**src/rtl/fnh_consts.svh**
```systemverilog
// Constants for the parallel NOR flash host controller.
// Assumes a 20 MHz system clock; all times are in ns.
`ifndef FNH_CONSTS_SVH
`define FNH_CONSTS_SVH
`define FNH_ADDR_W 22
`define FNH_A555 22'h000555
`define FNH_A2AA 22'h0002AA
`define FNH_D_AA 16'h00AA
`define FNH_D_55 16'h0055
`define FNH_C_PROG 16'h00A0
`define FNH_C_ERASE 16'h0080
`define FNH_C_SECT 16'h0050
`define FNH_C_BLOCK 16'h0030
`define FNH_C_CHIP 16'h0010
`define FNH_C_SUSP 16'h00B0
`define FNH_C_RESUME 16'h0030
`define FNH_C_IDENT 16'h0090
`define FNH_C_QUERY 16'h0098
`define FNH_C_SECID 16'h0088
`define FNH_C_SPROG 16'h00A5
`define FNH_C_SLOCK 16'h0085
`define FNH_C_EXIT 16'h00F0
`define FNH_BOOT_BOT_HI 22'h007FFF
`define FNH_BOOT_TOP_LO 22'h3F8000
`define FNH_TOG_BIT 6
`define FNH_T_CLK_NS 50
`define FNH_T_GLITCH_NS 5
`define FNH_T_WP_NS 40
`define FNH_READ_NS 70
`define FNH_RST_PULSE_NS 500
`define FNH_RST_RECOVER_NS 50000
// Least times round up
`define FNH_WP_CYC ((`FNH_T_WP_NS + `FNH_T_CLK_NS - 1) / `FNH_T_CLK_NS)
`define FNH_RC_CYC ((`FNH_READ_NS + `FNH_T_CLK_NS - 1) / `FNH_T_CLK_NS)
`define FNH_RP_CYC ((`FNH_RST_PULSE_NS + `FNH_T_CLK_NS - 1) / `FNH_T_CLK_NS)
`define FNH_RHR_CYC \
  ((`FNH_RST_RECOVER_NS + `FNH_T_CLK_NS - 1) / `FNH_T_CLK_NS)
`define FNH_POLL_LIMIT 1000000
`endif

```
**src/rtl/fnh_pkg.sv**
```systemverilog
// Types for the parallel NOR flash host controller.
// Shared by the controller and its bench.
package fnh_pkg;
  // User orders
  typedef enum logic [3:0] {
    OP_READ, OP_PROG, OP_SERASE, OP_BERASE, OP_CERASE, OP_SUSP,
    OP_RESUME, OP_IDENT, OP_QUERY, OP_SECID, OP_EXIT, OP_SPROG,
    OP_SLOCK, OP_RESET
  } fnh_op_t;
  // Sequencer states, one-hot
  typedef enum logic [6:0] {
    ST_IDLE = 7'h01, ST_WLOW = 7'h02, ST_WHIGH = 7'h04, ST_RLOW = 7'h08,
    ST_RHIGH = 7'h10, ST_RSTLO = 7'h20, ST_RSTREC = 7'h40
  } fnh_state_t;
  // Device mode as tracked by the host
  typedef enum logic [1:0] {
    MODE_ARRAY = 2'h0, MODE_IDENT = 2'h1, MODE_QUERY = 2'h2,
    MODE_SECID = 2'h3
  } fnh_mode_t;
  // One bus write cycle
  typedef struct packed {
    logic [21:0] addr;
    logic [15:0] data;
  } fnh_bus_t;
  // Flash pin outputs
  typedef struct packed {
    logic ce_n;
    logic oe_n;
    logic we_n;
    logic rst_n;
    logic wp_n;
    logic dq_oe;
    logic [21:0] addr;
    logic [15:0] dq;
  } fnh_pins_t;
endpackage

```
**src/rtl/fnh_ctrl.sv**
```systemverilog
// Host sequencer driving an asynchronous parallel NOR flash.
// Assumes dq_in comes from the pins; everything else is on clk.
`timescale 1ns/1ps
`include "fnh_consts.svh"

// Notes on behaviour
// - Status reads use the operation's address
// - Wait recovery time before first read
// - Reissue interrupted program or erase after reset
// - Unlock prefix; erase uses six cycles
// - Upper data byte driven valid in commands
// - 98H at 555H enters query table
// - Security program completion by toggle only
// - 88H at 555H enters security identifier
module fnh_ctrl #(
  parameter int WP_CYC = `FNH_WP_CYC,
  parameter int RC_CYC = `FNH_RC_CYC,
  parameter int RP_CYC = `FNH_RP_CYC,
  parameter int RHR_CYC = `FNH_RHR_CYC,
  parameter int POLL_LIMIT = `FNH_POLL_LIMIT,
  parameter bit BOOT_TOP = 1'b0
) (
  input wire logic clk,
  input wire logic rst_n,
  input wire logic clk_en,
  input wire logic cmd_valid,
  input wire fnh_pkg::fnh_op_t cmd_op,
  input wire logic [21:0] cmd_addr,
  input wire logic [15:0] cmd_data,
  input wire logic guard_en,
  input wire logic [15:0] dq_in,
  output fnh_pkg::fnh_pins_t pins,
  output logic busy,
  output logic done,
  output logic error,
  output logic [15:0] rd_data,
  output fnh_pkg::fnh_mode_t mode
);
  fnh_pkg::fnh_state_t state_reg, state_next; // Sequencer
  fnh_pkg::fnh_op_t op_reg, op_next; // Order in flight
  logic [21:0] addr_reg, addr_next; // Order address
  logic [15:0] data_reg, data_next; // Order data
  logic [2:0] step_reg, step_next; // Write cycle index
  logic [15:0] cnt_reg, cnt_next; // Phase timer
  logic [19:0] poll_reg, poll_next; // Status reads so far
  logic tog_reg, tog_next; // Last toggle bit seen
  logic togv_reg, togv_next; // Toggle sample held
  logic polling_reg, polling_next; // Reads are status reads
  logic pend_reg, pend_next; // Program/erase running
  logic lock_reg, lock_next; // User segment locked
  logic wp_reg; // Guard pin level
  fnh_pkg::fnh_mode_t mode_reg, mode_next;
  logic [15:0] rd_reg, rd_next;
  logic done_next, err_next;
  logic [15:0] dq_s1, dq_s2; // Pin synchroniser
  fnh_pkg::fnh_pins_t pins_reg, pins_next;

  // Bus word for a given cycle of an order
  function automatic fnh_pkg::fnh_bus_t seq_word(
      input fnh_pkg::fnh_op_t op, input logic [2:0] idx,
      input logic [21:0] a, input logic [15:0] d);
    fnh_pkg::fnh_bus_t w;
    logic er;
    w = '{addr: `FNH_A555, data: `FNH_D_AA};
    er = op inside {fnh_pkg::OP_SERASE, fnh_pkg::OP_BERASE,
                    fnh_pkg::OP_CERASE};
    unique case (idx)
      3'h0: begin
        // Single-cycle orders carry their code at once
        if (op == fnh_pkg::OP_SUSP) w = '{a, `FNH_C_SUSP};
        else if (op == fnh_pkg::OP_RESUME) w = '{a, `FNH_C_RESUME};
        else if (op == fnh_pkg::OP_EXIT) w = '{a, `FNH_C_EXIT};
      end
      3'h1, 3'h4: w = '{`FNH_A2AA, `FNH_D_55};
      3'h2: begin
        unique case (op)
          fnh_pkg::OP_PROG: w.data = `FNH_C_PROG;
          fnh_pkg::OP_IDENT: w.data = `FNH_C_IDENT;
          fnh_pkg::OP_QUERY: w.data = `FNH_C_QUERY;
          fnh_pkg::OP_SECID: w.data = `FNH_C_SECID;
          fnh_pkg::OP_SPROG: w.data = `FNH_C_SPROG;
          fnh_pkg::OP_SLOCK: w.data = `FNH_C_SLOCK;
          default: w.data = `FNH_C_ERASE;
        endcase
      end
      // Program data or second unlock of erase
      3'h3: if (!er) w = '{a, (op == fnh_pkg::OP_SLOCK) ? 16'h0000 : d};
      default: begin
        if (op == fnh_pkg::OP_SERASE) w = '{a, `FNH_C_SECT};
        else if (op == fnh_pkg::OP_BERASE) w = '{a, `FNH_C_BLOCK};
        else w.data = `FNH_C_CHIP;
      end
    endcase
    return w;
  endfunction

  // Order decode
  wire is_erase = op_next inside {fnh_pkg::OP_SERASE,
    fnh_pkg::OP_BERASE, fnh_pkg::OP_CERASE};
  wire is_single = op_next inside {fnh_pkg::OP_SUSP,
    fnh_pkg::OP_RESUME, fnh_pkg::OP_EXIT};
  wire is_prog = op_next inside {fnh_pkg::OP_PROG, fnh_pkg::OP_SPROG,
    fnh_pkg::OP_SLOCK};
  // Erase has six cycles, program four, entries three
  wire [2:0] last_step = is_erase ? 3'h5 : is_prog ? 3'h3 :
    is_single ? 3'h0 : 3'h2;
  // Orders whose end is found by status reads
  wire needs_poll = is_erase | is_prog | (op_next == fnh_pkg::OP_SUSP);
  wire in_boot = BOOT_TOP ? (cmd_addr >= `FNH_BOOT_TOP_LO) :
    (cmd_addr <= `FNH_BOOT_BOT_HI);
  // Host never sends what the device would refuse
  wire refuse = (!wp_reg && ((cmd_op == fnh_pkg::OP_CERASE) ||
    (in_boot && cmd_op inside {fnh_pkg::OP_PROG, fnh_pkg::OP_SERASE,
    fnh_pkg::OP_BERASE}))) ||
    (lock_reg && cmd_op == fnh_pkg::OP_SPROG);
  wire fnh_pkg::fnh_bus_t word = seq_word(op_next, step_next,
    addr_next, data_next);
  wire [15:0] rc_end = 16'(RC_CYC + 1); // Access time plus synchroniser

  // Next-state logic
  always_comb begin
    state_next = state_reg;
    op_next = op_reg;
    addr_next = addr_reg;
    data_next = data_reg;
    step_next = step_reg;
    cnt_next = cnt_reg + 16'h0001;
    poll_next = poll_reg;
    tog_next = tog_reg;
    togv_next = togv_reg;
    polling_next = polling_reg;
    pend_next = pend_reg;
    lock_next = lock_reg;
    mode_next = mode_reg;
    rd_next = rd_reg;
    done_next = 1'b0;
    err_next = 1'b0;
    unique case (state_reg)
      fnh_pkg::ST_IDLE: begin
        cnt_next = 16'h0000;
        step_next = 3'h0;
        if (cmd_valid) begin
          // Reset keeps the order in flight so it can be reissued
          if (cmd_op == fnh_pkg::OP_RESET) state_next = fnh_pkg::ST_RSTLO;
          else begin
            op_next = cmd_op;
            addr_next = cmd_addr;
            data_next = cmd_data;
            if (refuse) begin
              done_next = 1'b1;
              err_next = 1'b1;
            end else if (cmd_op == fnh_pkg::OP_READ) begin
              state_next = fnh_pkg::ST_RLOW;
            end else begin
              // Exit only goes out here, never during a program or erase
              state_next = fnh_pkg::ST_WLOW;
            end
          end
        end
      end
      fnh_pkg::ST_WLOW: begin
        // Strobe held for whole cycles, far above glitch width
        if (cnt_reg >= 16'(WP_CYC - 1)) begin
          state_next = fnh_pkg::ST_WHIGH;
          cnt_next = 16'h0000;
        end
      end
      fnh_pkg::ST_WHIGH: begin
        cnt_next = 16'h0000;
        if (step_reg != last_step) begin
          step_next = step_reg + 3'h1;
          state_next = fnh_pkg::ST_WLOW;
        end else if (needs_poll) begin
          // Status valid once the final pulse has risen
          state_next = fnh_pkg::ST_RLOW;
          polling_next = 1'b1;
          togv_next = 1'b0;
          poll_next = 20'h00000;
          pend_next = is_erase | (op_reg inside {fnh_pkg::OP_PROG,
            fnh_pkg::OP_SPROG});
          if (op_reg == fnh_pkg::OP_SLOCK) lock_next = 1'b1;
        end else begin
          state_next = fnh_pkg::ST_IDLE;
          done_next = 1'b1;
          // Mode follows completed sequences only
          unique case (op_reg)
            fnh_pkg::OP_IDENT: mode_next = fnh_pkg::MODE_IDENT;
            fnh_pkg::OP_QUERY: mode_next = fnh_pkg::MODE_QUERY;
            fnh_pkg::OP_SECID: mode_next = fnh_pkg::MODE_SECID;
            fnh_pkg::OP_EXIT: mode_next = fnh_pkg::MODE_ARRAY;
            default: mode_next = mode_reg;
          endcase
        end
      end
      fnh_pkg::ST_RLOW: begin
        if (cnt_reg >= rc_end) begin
          state_next = fnh_pkg::ST_RHIGH;
          cnt_next = 16'h0000;
          rd_next = dq_s2;
          poll_next = poll_reg + 20'h00001;
        end
      end
      fnh_pkg::ST_RHIGH: begin
        cnt_next = 16'h0000;
        // Keep this read's toggle bit to compare with the next one
        tog_next = rd_reg[`FNH_TOG_BIT];
        togv_next = 1'b1;
        if (!polling_reg) begin
          state_next = fnh_pkg::ST_IDLE;
          done_next = 1'b1;
        // Only the toggle bit decides; polling bit is unreliable
        // for security programs and suspended sectors
        end else if (togv_reg && poll_reg > 20'h00001 &&
            rd_reg[`FNH_TOG_BIT] == tog_reg) begin
          state_next = fnh_pkg::ST_IDLE;
          done_next = 1'b1;
          polling_next = 1'b0;
          pend_next = 1'b0;
        end else if (poll_reg >= 20'(POLL_LIMIT)) begin
          state_next = fnh_pkg::ST_IDLE;
          done_next = 1'b1;
          err_next = 1'b1;
          polling_next = 1'b0;
        end else state_next = fnh_pkg::ST_RLOW;
      end
      fnh_pkg::ST_RSTLO: begin
        if (cnt_reg >= 16'(RP_CYC - 1)) begin
          state_next = fnh_pkg::ST_RSTREC;
          cnt_next = 16'h0000;
          mode_next = fnh_pkg::MODE_ARRAY;
          polling_next = 1'b0;
        end
      end
      fnh_pkg::ST_RSTREC: begin
        if (cnt_reg >= 16'(RHR_CYC - 1)) begin
          cnt_next = 16'h0000;
          step_next = 3'h0;
          // Interrupted work is started again from its prefix
          if (pend_reg) state_next = fnh_pkg::ST_WLOW;
          else begin
            state_next = fnh_pkg::ST_IDLE;
            done_next = 1'b1;
          end
        end
      end
      default: state_next = fnh_pkg::ST_IDLE;
    endcase
  end

  // Pin values for the coming state
  wire wr_next = state_next == fnh_pkg::ST_WLOW;
  wire rd_go = state_next == fnh_pkg::ST_RLOW;
  always_comb begin
    pins_next.ce_n = !(wr_next | rd_go);
    pins_next.we_n = !wr_next;
    pins_next.oe_n = !rd_go;
    pins_next.rst_n = state_next != fnh_pkg::ST_RSTLO;
    pins_next.wp_n = wp_reg;
    pins_next.dq_oe = wr_next;
    // Poll at the address of the running order
    pins_next.addr = wr_next ? word.addr : addr_next;
    pins_next.dq = wr_next ? {8'h00, word.data[7:0]} : 16'h0000;
  end

  // Two-flop synchroniser on the data pins
  always_ff @(posedge clk or negedge rst_n) begin
    if (!rst_n) begin
      dq_s1 <= 16'h0000;
      dq_s2 <= 16'h0000;
    end else if (clk_en) begin
      dq_s1 <= dq_in;
      dq_s2 <= dq_s1;
    end
  end

  // Guard pin changes only between orders, never mid-sequence
  always_ff @(posedge clk or negedge rst_n) begin
    if (!rst_n) wp_reg <= 1'b1;
    else if (clk_en && state_reg == fnh_pkg::ST_IDLE && !cmd_valid)
      wp_reg <= !guard_en;
  end

  // State registers
  always_ff @(posedge clk or negedge rst_n) begin
    if (!rst_n) begin
      state_reg <= fnh_pkg::ST_IDLE;
      op_reg <= fnh_pkg::OP_READ;
      addr_reg <= 22'h000000;
      data_reg <= 16'h0000;
      step_reg <= 3'h0;
      cnt_reg <= 16'h0000;
      poll_reg <= 20'h00000;
      {tog_reg, togv_reg, polling_reg, pend_reg, lock_reg} <= 5'h00;
      mode_reg <= fnh_pkg::MODE_ARRAY;
      rd_reg <= 16'h0000;
      {done, error, busy} <= 3'h0;
      pins_reg <= {6'h3E, 22'h000000, 16'h0000};
    end else if (clk_en) begin
      state_reg <= state_next;
      op_reg <= op_next;
      addr_reg <= addr_next;
      data_reg <= data_next;
      step_reg <= step_next;
      cnt_reg <= cnt_next;
      poll_reg <= poll_next;
      {tog_reg, togv_reg, polling_reg} <= {tog_next, togv_next,
        polling_next};
      {pend_reg, lock_reg} <= {pend_next, lock_next};
      mode_reg <= mode_next;
      rd_reg <= rd_next;
      {done, error} <= {done_next, err_next};
      busy <= state_next != fnh_pkg::ST_IDLE;
      pins_reg <= pins_next;
    end
  end

  assign pins = pins_reg;
  assign rd_data = rd_reg;
  assign mode = mode_reg;

  // Helper counters for the reset timing checks
  logic [15:0] rlo_reg, rel_reg;
  always_ff @(posedge clk or negedge rst_n) begin
    if (!rst_n) begin
      rlo_reg <= 16'h0000;
      rel_reg <= 16'hFFFF;
    end else if (clk_en) begin
      rlo_reg <= pins_reg.rst_n ? 16'h0000 : rlo_reg + 16'h0001;
      rel_reg <= !pins_reg.rst_n ? 16'h0000 :
        (rel_reg == 16'hFFFF) ? rel_reg : rel_reg + 16'h0001;
    end
  end

  a_wr_gate_excl: assert property (@(posedge clk) disable iff (!rst_n)
    !pins.we_n |-> pins.oe_n && !pins.ce_n && pins.dq_oe)
    else $error("write strobe low with output gate low");
  a_strobe_width: assert property (@(posedge clk) disable iff (!rst_n)
    $rose(pins.we_n) |-> $past(cnt_reg) >= 16'(WP_CYC - 1))
    else $error("write strobe pulse too short");
  a_upper_byte: assert property (@(posedge clk) disable iff (!rst_n)
    !pins.we_n |-> pins.dq[15:8] == 8'h00)
    else $error("upper data byte not driven low");
  a_prefix_first: assert property (@(posedge clk) disable iff (!rst_n)
    !pins.we_n && step_reg == 3'h0 && !is_single |->
      pins.addr == `FNH_A555 && pins.dq == `FNH_D_AA)
    else $error("unlock prefix first cycle wrong");
  a_query_code: assert property (@(posedge clk) disable iff (!rst_n)
    !pins.we_n && step_reg == 3'h2 && op_reg == fnh_pkg::OP_QUERY |->
      pins.addr == `FNH_A555 && pins.dq == `FNH_C_QUERY)
    else $error("query entry code wrong");
  a_secid_code: assert property (@(posedge clk) disable iff (!rst_n)
    !pins.we_n && step_reg == 3'h2 && op_reg == fnh_pkg::OP_SECID |->
      pins.addr == `FNH_A555 && pins.dq == `FNH_C_SECID)
    else $error("security entry code wrong");
  a_rst_pulse: assert property (@(posedge clk) disable iff (!rst_n)
    $rose(pins.rst_n) |-> $past(rlo_reg) >= 16'(RP_CYC - 1))
    else $error("reset pulse shorter than minimum");
  a_rst_recover: assert property (@(posedge clk) disable iff (!rst_n)
    $fell(pins.oe_n) |-> rel_reg >= 16'(RHR_CYC))
    else $error("read before reset recovery");
  a_poll_addr: assert property (@(posedge clk) disable iff (!rst_n)
    !pins.oe_n && polling_reg |-> pins.addr == addr_reg)
    else $error("status read at wrong address");
  a_boot_guard: assert property (@(posedge clk) disable iff (!rst_n)
    !pins.we_n && !pins.wp_n && step_reg == last_step &&
      (is_erase || op_reg == fnh_pkg::OP_PROG) |->
      op_reg != fnh_pkg::OP_CERASE && (BOOT_TOP ?
      addr_reg < `FNH_BOOT_TOP_LO : addr_reg > `FNH_BOOT_BOT_HI))
    else $error("boot block write sent under write guard");
  c_erase_done: cover property (@(posedge clk) disable iff (!rst_n)
    done && !error && op_reg == fnh_pkg::OP_SERASE);
  c_ident_read: cover property (@(posedge clk) disable iff (!rst_n)
    done && op_reg == fnh_pkg::OP_READ && mode == fnh_pkg::MODE_IDENT);
  c_reissue: cover property (@(posedge clk) disable iff (!rst_n)
    state_reg == fnh_pkg::ST_RSTREC ##1 state_reg == fnh_pkg::ST_WLOW);
endmodule

```
**config.mk**
```make
export PLATFORM = sky130hd
export DESIGN_NAME = fnh_ctrl
export DESIGN_NICKNAME = d
export VERILOG_FILES = /design/src/rtl/fnh_pkg.sv /design/src/rtl/fnh_ctrl.sv
export VERILOG_INCLUDE_DIRS = /design/src /design/src/rtl
export SDC_FILE = /design/constraint.sdc
export NUM_CORES = 1
export LEC_CHECK = 0
export CORE_ASPECT_RATIO = 1.2
export CORE_MARGIN = 1
export CORE_UTILIZATION = 60
export CTS_CLUSTER_DIAMETER = 60
export CTS_CLUSTER_SIZE = 40
export DETAILED_ROUTE_END_ITERATION = 7
export DONT_BUFFER_PORTS = 1
export MAX_ROUTING_LAYER = met4
export PLACE_DENSITY = 0.81
export RECOVER_POWER = 25
export SKIP_CTS_REPAIR_TIMING = 1
export SLEW_MARGIN = 40
export SYNTH_ARGS = -nofsm -noshare
export SYNTH_HDL_FRONTEND = slang
export SYNTH_SLANG_ARGS = --single-unit
export TNS_END_PERCENT = 10
```
**constraint.sdc**
```tcl
create_clock -name clk -period 12.3 [get_ports clk]
set_clock_uncertainty 0.1 [all_clocks]
set_input_delay 1.845 -clock clk [delete_from_list [all_inputs] [get_ports clk]]
set_output_delay 1.845 -clock clk [all_outputs]
set_load 0.03 [all_outputs]
```
## After elaboration in Yosys (flattened, before gate mapping)

Index checks and enable logic that the tools add are counted.

| word-level totals | value |
|---|---|
| register bits | 191 |
| input port bits | 63 |
| output and inout port bits | 65 |
| word-level logic and storage cells | 215 |

| operators by class | value |
|---|---|
| add/subtract/negate cells | 3 |
| order comparisons | 7 |
| eq/ne operators | 50 |
| multiplexer cells | 86 |
| bitwise gates (word level) | 5 |
| reduce and logical (&&, ||, !) cells | 36 |

Operator list:

| operator | count |
|---|---|
| two-way mux 38 bit | 5 |
| two-way mux 16 bit | 8 |
| two-way mux 22 bit | 5 |
| one-hot mux 22 bit (4 select lines) | 1 |
| one-hot mux 16 bit (5 select lines) | 1 |
| two-way mux 20 bit | 3 |
| two-way mux 7 bit | 7 |
| one-hot mux 7 bit (7 select lines) | 1 |
| == test 4 bit, second input constant | 12 |
| one-hot mux 20 bit (2 select lines) | 1 |
| two-way mux 4 bit | 9 |
| one-hot mux 6 bit (6 select lines) | 1 |
| one-hot mux 8 bit (4 select lines) | 1 |
| == test 4 x 3 -> 1 bit, second input constant | 6 |
| two-way mux 1 bit | 24 |
| <= comparator 22 x 15 -> 1 bit, second input constant | 1 |
| adder 20 x 1 -> 20 bit, second input constant | 1 |
| greater-or-equal comparator 20 bit, second input constant | 1 |
| > comparator 20 x 1 -> 1 bit, second input constant | 1 |
| adder 16 x 1 -> 16 bit, second input constant | 1 |
| == test 4 x 2 -> 1 bit, second input constant | 4 |
| greater-or-equal comparator 16 x 1 -> 1 bit, second input constant | 1 |
| greater-or-equal comparator 16 x 10 -> 1 bit, second input constant | 1 |
| greater-or-equal comparator 16 x 2 -> 1 bit, second input constant | 1 |
| 45 further kinds | 90 |

## Logic depth before layout (Yosys ltp)

Gate-level depths: netlist of the first run.

| depth | value |
|---|---|
| depth in word-level cells | 16 |
| depth in mapped cells | 13 |
| mapped depth without buffers | 11 |

## Least setup slack after synthesis of the first run

OpenSTA, ideal clock, no wires.

| timing path | value |
|---|---|
| path kind | in2reg |
| start point | input port cmd_op[1] |
| end point | register pins_reg, in the netlist pins[0] |
| library setup time | 0.147 ns |
| data arrival time | 4.801 ns |
| data required time | 12.053 ns |
| path slack | 7.251 ns |
| stages | 13 |
| path buffers | 3 |
| cells stage by stage | clkbuf_1 nand4b_1 nand3_1 clkbuf_1 a22oi_1 nand3_1 a211oi_4 mux2i_1 or2_1 clkbuf_1 nor2_1 o311ai_1 o311ai_1 |

| on the way | value |
|---|---|
| cells in the longest elaborated chain, start to end | 16 |
| elaborated cells between the ends (all ways) | 64 |
| classes of those cells | eq/ne: 24; mux: 26; bitwise: 2; reduce/logical: 12 |

Ends and longest elaborated chain:

| what | RTL line | text |
|---|---|---|
| start: declaration | fnh_ctrl.sv:27 | `input wire fnh_pkg::fnh_op_t cmd_op,` |
| == test 4 bit | fnh_ctrl.sv:144 | `if (cmd_op == fnh_pkg::OP_RESET) state_next = fnh_pkg::ST_RSTLO;` |
| two-way mux 4 bit | fnh_ctrl.sv:144 |  |
| two-way mux 4 bit | fnh_ctrl.sv:142 | `if (cmd_valid) begin` |
| two-way mux 4 bit | fnh_ctrl.sv:138 | `unique case (state_reg)` |
| == test 4 x 3 -> 1 bit, or another cell as far along | fnh_ctrl.sv:70, fnh_ctrl.sv:100, fnh_ctrl.sv:108 |  |
| nonzero test 3 bit | fnh_ctrl.sv:100 | `wire is_single = op_next inside {fnh_pkg::OP_SUSP,` |
| two-way mux 2 bit | fnh_ctrl.sv:106 | `is_single ? 3'h0 : 3'h2;` |
| two-way mux 2 bit | fnh_ctrl.sv:105 | `wire [2:0] last_step = is_erase ? 3'h5 : is_prog ? 3'h3 :` |
| two-way mux 3 bit | fnh_ctrl.sv:105 |  |
| != test 3 bit | fnh_ctrl.sv:170 | `if (step_reg != last_step) begin` |
| two-way mux 3 bit | fnh_ctrl.sv:170 |  |
| one-hot mux 3 bit (3 select lines) | fnh_ctrl.sv:138 |  |
| == test 3 x 1 -> 1 bit / == test 3 bit (equally long branches) | fnh_ctrl.sv:67 | `unique case (idx)` |
| OR reduction 2 bit | fnh_ctrl.sv:67 |  |
| one-hot mux 8 bit (4 select lines) | fnh_ctrl.sv:67 |  |
| two-way mux 8 bit * | fnh_ctrl.sv:262 | `pins_next.dq = wr_next ? {8'h00, word.data[7:0]} : 16'h0000;` |
| end signal: assignment | fnh_ctrl.sv:297 | `pins_reg <= {6'h3E, 22'h000000, 16'h0000};` |
| end signal: assignment | fnh_ctrl.sv:313 | `pins_reg <= pins_next;` |
| end: declaration | fnh_ctrl.sv:56 | `fnh_pkg::fnh_pins_t pins_reg, pins_next;` |

Mark *: on every way between the ends. The rest lies on a longest branch, timed or not.
A chain may end at the register's enable or synchronous reset.

## Worst setup path after layout of the first run

| timing path | value |
|---|---|
| start point | input port cmd_valid |
| end point | register pins_reg, in the netlist pins[16] |

| on the way | value |
|---|---|
| cells in the longest elaborated chain, start to end | 14 |
| elaborated cells between the ends (all ways) | 43 |
| classes of those cells | eq/ne: 15; mux: 21; bitwise: 2; reduce/logical: 5 |

Ends and longest elaborated chain:

| what | RTL line | text |
|---|---|---|
| start: declaration | fnh_ctrl.sv:26 | `input wire logic cmd_valid,` |
| two-way mux 4 bit | fnh_ctrl.sv:142 |  |
| two-way mux 4 bit | fnh_ctrl.sv:138 |  |
| == test 4 x 3 -> 1 bit, or another cell as far along | fnh_ctrl.sv:70, fnh_ctrl.sv:100, fnh_ctrl.sv:108 |  |
| nonzero test 3 bit | fnh_ctrl.sv:100 |  |
| two-way mux 2 bit | fnh_ctrl.sv:106 |  |
| two-way mux 2 bit | fnh_ctrl.sv:105 |  |
| two-way mux 3 bit | fnh_ctrl.sv:105 |  |
| != test 3 bit | fnh_ctrl.sv:170 |  |
| two-way mux 3 bit | fnh_ctrl.sv:170 |  |
| one-hot mux 3 bit (3 select lines) | fnh_ctrl.sv:138 |  |
| == test 3 x 1 -> 1 bit / == test 3 bit (equally long branches) | fnh_ctrl.sv:67 |  |
| OR reduction 2 bit | fnh_ctrl.sv:67 |  |
| one-hot mux 22 bit (4 select lines) | fnh_ctrl.sv:67 |  |
| two-way mux 22 bit * | fnh_ctrl.sv:261 | `pins_next.addr = wr_next ? word.addr : addr_next;` |

Marked as above.

==> results of run 1 <==
==> per-stage QoR <==
stage / cells / util / worst slack [ns] / hold WS, ns
finish: 1093 / 0.669 / 6.72 / 0.384
global route: 1093 / 0.669 / 6.40 / 0.414
floorplan: 917 / - / 7.25 / 0.334
global placement: 1061 / 0.625 / 6.11 / 0.363
detailed placement: 1061 / 0.626 / 6.35 / 0.370
CTS: 1093 / 0.668 / 6.79 / 0.387
==> kinds of logic (layout without fill, tap and decap cells) <==
family	count (synthesis)	in the layout	synth area share
AND/OR/NAND/NOR	320	320	0.175
AO/OA/AOI/OAI	204	204	0.155
flip-flops	175	175	0.483
multiplexers	96	96	0.117
buffers and inverters	87	63	0.0409
XOR/XNOR	20	20	0.0193
adder cells (fa/ha/maj)	7	7	0.00964
other	1	8	0.000413
==> worst max-delay path, cell delays in order <==
cell	delay, ns
and4bb_1	0.30
nand3_1	0.33
buf_4	0.39
a22oi_1	0.53
o32ai_4	0.20
xnor2_1	0.51
o21ai_2	0.20
a21oi_1	0.50
nand4_1	0.63
a21o_1	0.34
==> cells in the final DEF (no fill, tap or decap), drive strengths merged, types with 11 or more instances in the layout <==
master / netlist / final
nor3: 23 / 23
o21ai: 56 / 56
nand2: 100 / 100
mux2: 84 / 84
clkbuf: 40 / 18
o31ai: 11 / 11
dfrtp: 168 / 168
and3: 12 / 12
inv: 26 / 35
nand3: 31 / 31
a31oi: 16 / 16
nor2: 79 / 79
mux2i: 12 / 12
a21oi: 41 / 41
or3: 12 / 12
a311oi: 12 / 12
==> metal layers <==
layer,routed length (µm),vias up,part of all wire,track usage
li1,-,3214,-,-
met1,8350,3351,0.42,0.349
met2,9680,228,0.48,0.427
met3,1640,41,0.082,0.0881
met4,382,0,0.019,0.0895
met5,0,-,0,-
==> cells in the mapped netlist, drive strengths merged (11+ instances only) <==
cell / count
a21oi: 41
a311oi: 12
a31oi: 16
and3: 12
buf: 21
clkbuf: 40
dfrtp: 168
inv: 26
mux2: 84
mux2i: 12
nand2: 100
nand3: 31
nor2: 79
nor3: 23
o21ai: 56
o31ai: 11
or3: 12
==> report_power, final <==
| group | total (µW) | internal (µW) | switching (µW) | leakage [µW] |
|---|---|---|---|---|
| sequential | 923 | 708 | 214 | 0.00219 |
| combinational | 399 | 190 | 209 | 0.00176 |
| clock | 548 | 283 | 265 | 0.000299 |
| total | 1870 | 1180 | 688 | 0.00425 |
==> how the worst max path moves through the flow <==
stage                   start                    to  slack (ns)  cells past startpoint
floorplan           cmd_op[1]   pins[0]$_DFFE_PN0P_        7.25                     13
global placement    cmd_valid  pins[25]$_DFFE_PN0P_        6.11                     11
detailed placement  cmd_valid  pins[18]$_DFFE_PN0P_        6.35                     10
CTS                 cmd_valid  pins[16]$_DFFE_PN0P_        6.79                     10
global route        cmd_valid  pins[20]$_DFFE_PN0P_        6.40                     10
finish              cmd_valid  pins[16]$_DFFE_PN0P_        6.72                     10
==> layout make-up <==
cell class	count	area share
clock buffers	18	0.0450
clock inverters	14	0.0180
inverters	26	0.0100
multi-input cells	655	0.448
flip-flops and latches	175	0.450
well taps	200	0.0256
repair buffers	5	0.00385
==> out/results.tsv, run 1 <==
stage	metric	value	unit
global_routing	number of global-route vias before repair	6576	
cells_and_area	layout cell share with drive strength beyond 1	0.169	
synth	Netlist cell types	80	
global_routing	total gr overflow	0	
drt	vias per inst	6.25	
clocking	CTS buffer count	17	
drt	Iteration-0 DRC Markers	556	
timing	Worst slew margin	0.492	
clocking	clock sinks	175	
timing	Setup violations, final	0	
pwr	Static Leak	0.00425	µW
floorplan	Chip Height	137	µm
synth	synth warn	0	
drt	DR WL/cell	18.3	µm
floorplan	Top Ports	128	
worst_setup_path	Worst Setup End Kind	register	
synth	Seq/Total Area, Yosys	0.483	
global_routing	largest net degree at the start of global routing	176	
timing	Final Max Slew Viols	0	
worst_setup_path	WP data arrival	5.80	ns
drt	drt total wl	20100	µm
cells_and_area	Layout fillers	1117	
global_routing	All-Layer GR Usage	0.277	
synth	mapped cell area	9090	µm²
placed_design	GP Congestion	0.894	
worst_setup_path	CP Class	input pin to register	
synth	cell taking the most area after synthesis	dfrtp_1	
placed_design	detailed placement HPWL	13400	µm
timing	RSZ-0062 raised after global routing	false	
floorplan	Placeable Area	14600	µm²
cells_and_area	final net count	950	
floorplan	row cnt	48	
status	status	complete, no violations	
global_routing	global-route wire length before repair	32900	µm
synth	async set-reset flop share out of synthesis	1.00	
synth	Mean Syn Cell Area	9.98	µm²
clocking	Max Buffers Root-to-Sink	2	
hold_path	hold_sp	lock_reg$_DFFE_PN0P_	
timing	period utilization	0.454	
worst_setup_path	worst r2r path cells	10	
drt	Remaining DRCs	0	
cells_and_area	max reg flops	36	
drt	TritonRoute pass-1 iters	5	
clocking	clock latency on the worst-skew pair	0.43	ns
cells_and_area	design area	9760	µm²
drt	DR vias	6834	
synth	FF+latch count, synth	175	
timing	final hold vios	0	
synth	Synth area leaders	dfrtp_1, mux2_2, nand2_1	
worst_setup_path	maximum fanout along the worst path	30	
floorplan	full die area	15600	µm²
worst_setup_path	Worst R2R Setup Slack	7.31	ns
worst_setup_path	CP Data Required Time	12.52	ns
run	Max-cap violations	0	
placed_design	dpl cell area	9140	µm²
cells_and_area	Multi-input gate area	4370	µm²
synth	Most used DFF post-synth	dfrtp_1	
pwr	VDD IR max	0.158	mV
worst_setup_path	r2r startpoint	state_reg[1]$_DFFE_PN0P_	
hold_path	Min-Delay Path Class	register to register	
placed_design	IO buf count	0	
cells_and_area	Layout area overhead	7.38	%
timing	fmax	179	MHz
pwr	P per Cell Area	192	nW/µm²
clocking	Clock Root Buffer	clkbuf_16	
floorplan	Die X	114	µm
pwr	Tot Pwr	1870	µW
global_routing	initial antenna violation count	0	
synth	cells after synthesis	910	
timing	Final Critical Period	5.58	ns
synth	Yosys top cell area share	0.463	
floorplan	initial core utilization	0.623	
cells_and_area	n_diodes	0	
hold_path	worst hold path depth	1	
synth	number of flops mapped to enable cells by yosys	0	
clocking	CTS tree	done	
hold_path	hold path endpoint	lock_reg$_DFFE_PN0P_	
timing	Final TNS setup	0	ns
clocking	H-tree levels	4	
cells_and_area	Reg area	4390	µm²
worst_setup_path	Reg-to-Reg End	pins[16]$_DFFE_PN0P_	
drt	ANT nets after route	0	
worst_setup_path	CP Launch Type	input pin	
timing	Worst-Margin Slew	0.763	ns
clocking	clk slew on worst S/H paths	0.07	ns
No activity file was read; power rests on OpenSTA's default activity.
==> inputs of run 2 (changes only) <==
--- a/config.mk
+++ b/config.mk
@@ -8,7 +8,7 @@
 export LEC_CHECK = 0
 export CORE_ASPECT_RATIO = 1.2
 export CORE_MARGIN = 1
-export CORE_UTILIZATION = 60
+export CORE_UTILIZATION = 58
 export CTS_CLUSTER_DIAMETER = 60
 export CTS_CLUSTER_SIZE = 40
 export DETAILED_ROUTE_END_ITERATION = 7
==> constraint.sdc (replaced) <==
create_clock -name clk -period 4.5 [get_ports clk]
set_clock_uncertainty 0.1 [all_clocks]
set_input_delay 0.675 -clock clk [delete_from_list [all_inputs] [get_ports clk]]
set_output_delay 0.675 -clock clk [all_outputs]
set_load 0.03 [all_outputs]
==> run 2 against run 1 <==
Net effect: the flow now finishes with violations (negative hold slack); routed wire length is 0.89% higher; global-route usage is 0.17 points lower; clock power grew to 2.8 times the previous value; final area is 1.1% higher; sequential share of layout area is 0.51 points lower; count of clock-buffer cells in the layout stayed put; via count is 1.2% higher; sequential power grew to 2.7 times the previous value.
==> out/results.tsv, run 2 (synthesized netlist as in run 1, its figures left out) <==
stage	metric	value	unit
clocking	clk slew on worst S/H paths	0.07	ns
floorplan	full die area	16200	µm²
clocking	clock latency on the worst-skew pair	0.43	ns
drt	Remaining DRCs	0	
worst_setup_path	CP Data Required Time	4.72	ns
cells_and_area	fin util	0.652	
cells_and_area	design area	9870	µm²
floorplan	Die X	116	µm
drt	Iteration-0 DRC Markers	657	
placed_design	IO buf count	0	
cells_and_area	most frequent cells in the layout	dfrtp_1, nand2_1, mux2_2	
worst_setup_path	Worst R2R Setup Slack	0.27	ns
placed_design	detailed placement HPWL	13800	µm
floorplan	Placeable Area	15100	µm²
drt	DR vias	6917	
timing	Final Max Slew Viols	0	
floorplan	row cnt	49	
pwr	P per Cell Area	524	nW/µm²
worst_setup_path	r2r startpoint	state_reg[3]$_DFFE_PN0P_	
drt	vias per inst	6.24	
cells_and_area	final net count	962	
worst_setup_path	worst r2r path cells	11	
timing	RSZ-0062 raised after global routing	false	
timing	Hold WS	-0.164	ns
floorplan	Chip Height	139	µm
timing	fmax	236	MHz
placed_design	dpl cell area	9220	µm²
timing	final hold vios	168	
pwr	Static Leak	0.00432	µW
status	failing checks	negative hold slack	
timing	Worst slew margin	0.547	
global_routing	number of global-route vias before repair	6847	
cells_and_area	most common cell after layout, fill and taps aside	dfrtp_1	
clocking	H-tree levels	4	
drt	ANT nets after route	0	
status	status	finished with violations	
placed_design	GP Congestion	0.915	
worst_setup_path	CP Launch Type	register	
worst_setup_path	Worst Setup End Kind	register	
worst_setup_path	CP Class	register to register	
drt	drt total wl	20200	µm
timing	Setup violations, final	0	
timing	Final Critical Period	4.23	ns
drt	TritonRoute pass-1 iters	5	
worst_setup_path	WP data arrival	4.45	ns
global_routing	largest net degree at the start of global routing	176	
floorplan	Top Ports	128	
cells_and_area	Layout area overhead	8.61	%
timing	Final TNS setup	0	ns
pwr	VDD IR max	0.384	mV
global_routing	initial antenna violation count	0	
drt	DR WL/cell	18.2	µm
worst_setup_path	maximum fanout along the worst path	11	
clocking	Max Buffers Root-to-Sink	2	
global_routing	All-Layer GR Usage	0.276	
run	Max-cap violations	0	
cells_and_area	n_diodes	0	
hold_path	Min-Delay Path Class	input pin to async pin	
cells_and_area	max reg flops	36	
global_routing	global-route wire length before repair	33900	µm
clocking	Clock Root Buffer	clkbuf_16	
timing	Worst-Margin Slew	0.679	ns
timing	final setup margin	0.266	ns
clocking	clock sinks	175	
worst_setup_path	Reg-to-Reg End	pins[23]$_DFFE_PN0P_	
placed_design	worst slack at placement	0.0987	ns
cells_and_area	layout cell share with drive strength beyond 1	0.179	
floorplan	initial core utilization	0.600	
timing	period utilization	0.941	
clocking	CTS buffer count	17	
clocking	CTS tree	done	
global_routing	total gr overflow	0	
-- run 2: changes by cell type in the layout (fill, tap and decap cells not counted), sizes merged --
cell | previous run | this run
bufinv | 0 | 1
inv | 35 | 31
clkinv | 5 | 8
buf | 5 | 17
-- run 2: area by class of cell --
class	instances	area, µm²
fill	1159	5280
clock inverter	14	195
sequential	175	4390
clock buffer	18	429
timing repair buffer	17	128
inverter	26	97.6
multi-input combinational	655	4380
tap	204	255
-- run 2: how the worst max path moves through the flow --
| stage | startpoint | endpoint | cells after the start |
|---|---|---|---|
| 2_1_floorplan | cmd_op[1] | pins[0]$_DFFE_PN0P_ | 13 |
| 3_3_place_gp | state_reg[1]$_DFFE_PN0P_ | poll_reg[19]$_DFFE_PN0P_ | 11 |
| 3_5_place_dp | state_reg[1]$_DFFE_PN0P_ | poll_reg[17]$_DFFE_PN0P_ | 11 |
| 4_1_cts | state_reg[1]$_DFFE_PN0P_ | poll_reg[19]$_DFFE_PN0P_ | 11 |
| 5_1_grt | state_reg[1]$_DFFE_PN0P_ | pins[25]$_DFFE_PN0P_ | 12 |
| 6_report | state_reg[3]$_DFFE_PN0P_ | pins[23]$_DFFE_PN0P_ | 11 |
-- run 2: through the flow --
| step | total power [µW] | instances | hold WS (ns) |
|---|---|---|---|
| final | 5170 | 1109 | -0.164 |
| after global routing | 5410 | 1109 | -0.174 |
| after CTS | 5160 | 1109 | -0.170 |
| after detailed placement | 3650 | 1077 | 0.294 |
| after global placement | 3590 | 1077 | 0.294 |
| after floorplan | 3380 | 917 | 0.279 |
-- run 2: where the power goes --
part / internal, µW / leakage [µW] / switching [µW]
Clock: 806 / 0.000303 / 704
Combinational: 544 / 0.00183 / 591
Sequential: 1940 / 0.00219 / 585
Total: 3290 / 0.00432 / 1880
-- run 2: metal layers --
layer / wire [µm] / up-vias / global-route usage / part of all wire
met5: 0 / - / - / 0
met4: 492 / 0 / 0.103 / 0.024
met3: 1680 / 47 / 0.0726 / 0.083
met2: 9900 / 280 / 0.425 / 0.49
met1: 8170 / 3350 / 0.346 / 0.40
li1: - / 3240 / - / -
-- run 2: worst max-delay path, stage by stage (launching register included) --
cell and delay [ns]:
dfrtp_1 0.50, or4_4 0.66, nor3_2 0.44, a22o_1 0.29, o32ai_4 0.12, xnor2_1 0.54
o21ai_2 0.21, a21oi_1 0.54, o41ai_2 0.20, a31oi_1 0.22, buf_4 0.24, a21oi_1 0.07
==> inputs of run 3 (changes only) <==
==> constraint.sdc (replaced) <==
create_clock -name clk -period 3.59 [get_ports clk]
set_clock_uncertainty 0.1 [all_clocks]
set_input_delay 0.5385 -clock clk [delete_from_list [all_inputs] [get_ports clk]]
set_output_delay 0.5385 -clock clk [all_outputs]
set_load 0.03 [all_outputs]
==> run 3 against run 2 <==
Net effect: the flow finishes with violations (negative hold slack, negative setup slack); sequential power grew 25%; critical path depth unchanged; count of clock-buffer cells in the layout grew 1; maximum frequency up 13%; worst hold slack got worse by 0.13 ns.
==> out/results.tsv, run 3 (synthesized netlist as in run 1, its figures left out) <==
stage	metric	value	unit
status	status	finished with violations	
status	failing checks	negative hold slack, negative setup slack	
worst_setup_path	Crit path max-delay family	compound AO/OA/AOI/OAI gates	
cells_and_area	Layout area overhead	15.4	%
pwr	combinational fraction of design power	0.266	
floorplan	Top Ports	128	
clocking	Max Buffers Root-to-Sink	2	
placed_design	DP Cell Count	1111	
worst_setup_path	worst path cell trace	or4_4 > or3_4 > o221a_4 > o32ai_4 > xnor2_4 > o31a_1 > o21a_1 > o41ai_4 > a21oi_2 > buf_6 > a311oi_1	
placed_design	dpl cell area	9510	µm²
pwr	VDD IR max	0.564	mV
drt	DR WL/cell	19.5	µm
timing	period utilization	1.04	
worst_setup_path	CP Data Required Time	3.82	ns
cells_and_area	max reg flops	36	
pwr	register share of total power	0.465	
global_routing	number of global-route vias before repair	7148	
timing	Setup violations, final	32	
clocking	CTS buffer count	17	
drt	Iteration-0 DRC Markers	624	
pwr	Net Sw Frac	0.361	
worst_setup_path	crit path buf inv count	1	
drt	Top Layer Used	met4	
pwr	Clk network pwr share	0.269	
timing	fmax	267	MHz
pwr	Pint	4350	µW
worst_setup_path	CP Class	register to register	
placed_design	detailed placement HPWL	14800	µm
floorplan	Chip Height	139	µm
timing	Final Critical Period	3.74	ns
pwr	P per Cell Area	649	nW/µm²
worst_setup_path	WP data arrival	3.97	ns
timing	Final Max Slew Viols	0	
worst_setup_path	Slowest-stage cell, CP	or4_4	
floorplan	row cnt	49	
timing	final setup margin	-0.150	ns
drt	drt total wl	22600	µm
timing	final hold vios	173	
clocking	clock latency on the worst-skew pair	0.43	ns
placed_design	GP Congestion	0.955	
global_routing	global-route wire length before repair	35500	µm
floorplan	Placeable Area	15100	µm²
cells_and_area	layout cell share with drive strength beyond 1	0.249	
clocking	H-tree levels	4	
cells_and_area	fin util	0.692	
pwr	sw power	2450	µW
drt	DR vias	7347	
worst_setup_path	maximum fanout along the worst path	6	
drt	Remaining DRCs	0	
floorplan	full die area	16200	µm²
global_routing	All-Layer GR Usage	0.289	
floorplan	Die X	116	µm
clocking	clock sinks	175	
timing	Worst-Margin Slew	0.636	ns
floorplan	initial core utilization	0.600	
clocking	clk slew on worst S/H paths	0.07	ns
worst_setup_path	CP Launch Type	register	
pwr	Static Leak	0.00462	µW
cells_and_area	most frequent cells in the layout	dfrtp_1, nand2_1, mux2_2	
drt	WL met1	8890	µm
cells_and_area	final net count	1014	
worst_setup_path	Worst R2R Setup Slack	-0.15	ns
worst_setup_path	Worst Setup End Kind	register	
clocking	CTS tree	done	
drt	DR WL met2	11600	µm
drt	ANT nets after route	0	
run	Max-cap violations	0	
cells_and_area	most common cell after layout, fill and taps aside	dfrtp_1	
global_routing	total gr overflow	0	
cells_and_area	n_diodes	0	
drt	TritonRoute pass-1 iters	6	
clocking	Clock Root Buffer	clkbuf_16	
placed_design	IO buf count	0	
timing	Hold WS	-0.290	ns
hold_path	Min-Delay Path Class	input pin to async pin	
worst_setup_path	delay of the slowest cell on the worst path	0.64	ns
drt	met3 routed WL	1490	µm
cells_and_area	non-filler cells, final	1161	
timing	Final TNS setup	-2.77	ns
timing	RSZ-0062 raised after global routing	true	
global_routing	largest net degree at the start of global routing	176	
global_routing	initial antenna violation count	0	
cells_and_area	design area	10500	µm²
drt	vias per inst	6.33	
timing	Worst slew margin	0.572	
-- run 3: changes by cell type in the layout (fill, tap and decap cells not counted), moves of 3 or more --
| cell | previous run | this run |
|---|---|---|
| buf_6 | 0 | 8 |
| o31ai_2 | 0 | 3 |
| buf_4 | 17 | 59 |
| o31ai_1 | 11 | 8 |
| a311oi_2 | 2 | 11 |
| clkinv_8 | 6 | 1 |
| a311oi_1 | 10 | 1 |
| inv_6 | 1 | 5 |
-- run 3: path summary, 6_finish.rpt --
check,startpoint,depth (start not counted),end
setup / recovery,state_reg[1]$_DFFE_PN0P_,11,pins[29]$_DFFE_PN0P_
hold / removal,rst_n,0,error$_DFFE_PN0P_
setup reg to reg,state_reg[1]$_DFFE_PN0P_,11,pins[29]$_DFFE_PN0P_
hold reg to reg,dq_s1[12]$_DFFE_PN0P_,1,dq_s2[12]$_DFFE_PN0P_
max in group asynchronous,rst_n,0,pins[35]$_DFFE_PN0P_
min in group clk,guard_en,1,wp_reg$_DFFE_PN1P_
-- run 3: power groups by stage --
stage / Sequential (µW) / Clock (µW) / Combinational, µW
after CTS: 3150 / 1860 / 1570
final: 3160 / 1830 / 1810
after global routing: 3210 / 1940 / 1970
after floorplan: 3040 / 0 / 1210
after global placement: 3150 / 0 / 1500
after detailed placement: 3180 / 0 / 1560
-- run 3: cell type report --
| class | count | area (µm²) |
|---|---|---|
| Clock buffer | 19 | 443 |
| Clock inverter | 13 | 144 |
| Fill cell | 1102 | 4660 |
| Inverter | 26 | 97.6 |
| Multi-Input combinational cell | 656 | 4600 |
| Sequential cell | 175 | 4390 |
| Tap cell | 204 | 255 |
| Timing Repair Buffer | 68 | 553 |
-- run 3: layer usage --
metal	global-route usage	vias up
li1	-	3347
met5	-	-
met4	0.113	0
met1	0.353	3650
met2	0.462	293
met3	0.0629	57
-- run 3: metrics by stage --
step	setup WS [ns]	total power [µW]
floorplan	0.0107	4250
global placement	0.0322	4650
detailed placement	-0.0835	4740
CTS	-0.114	6580
global route	-0.267	7120
finish	-0.150	6810
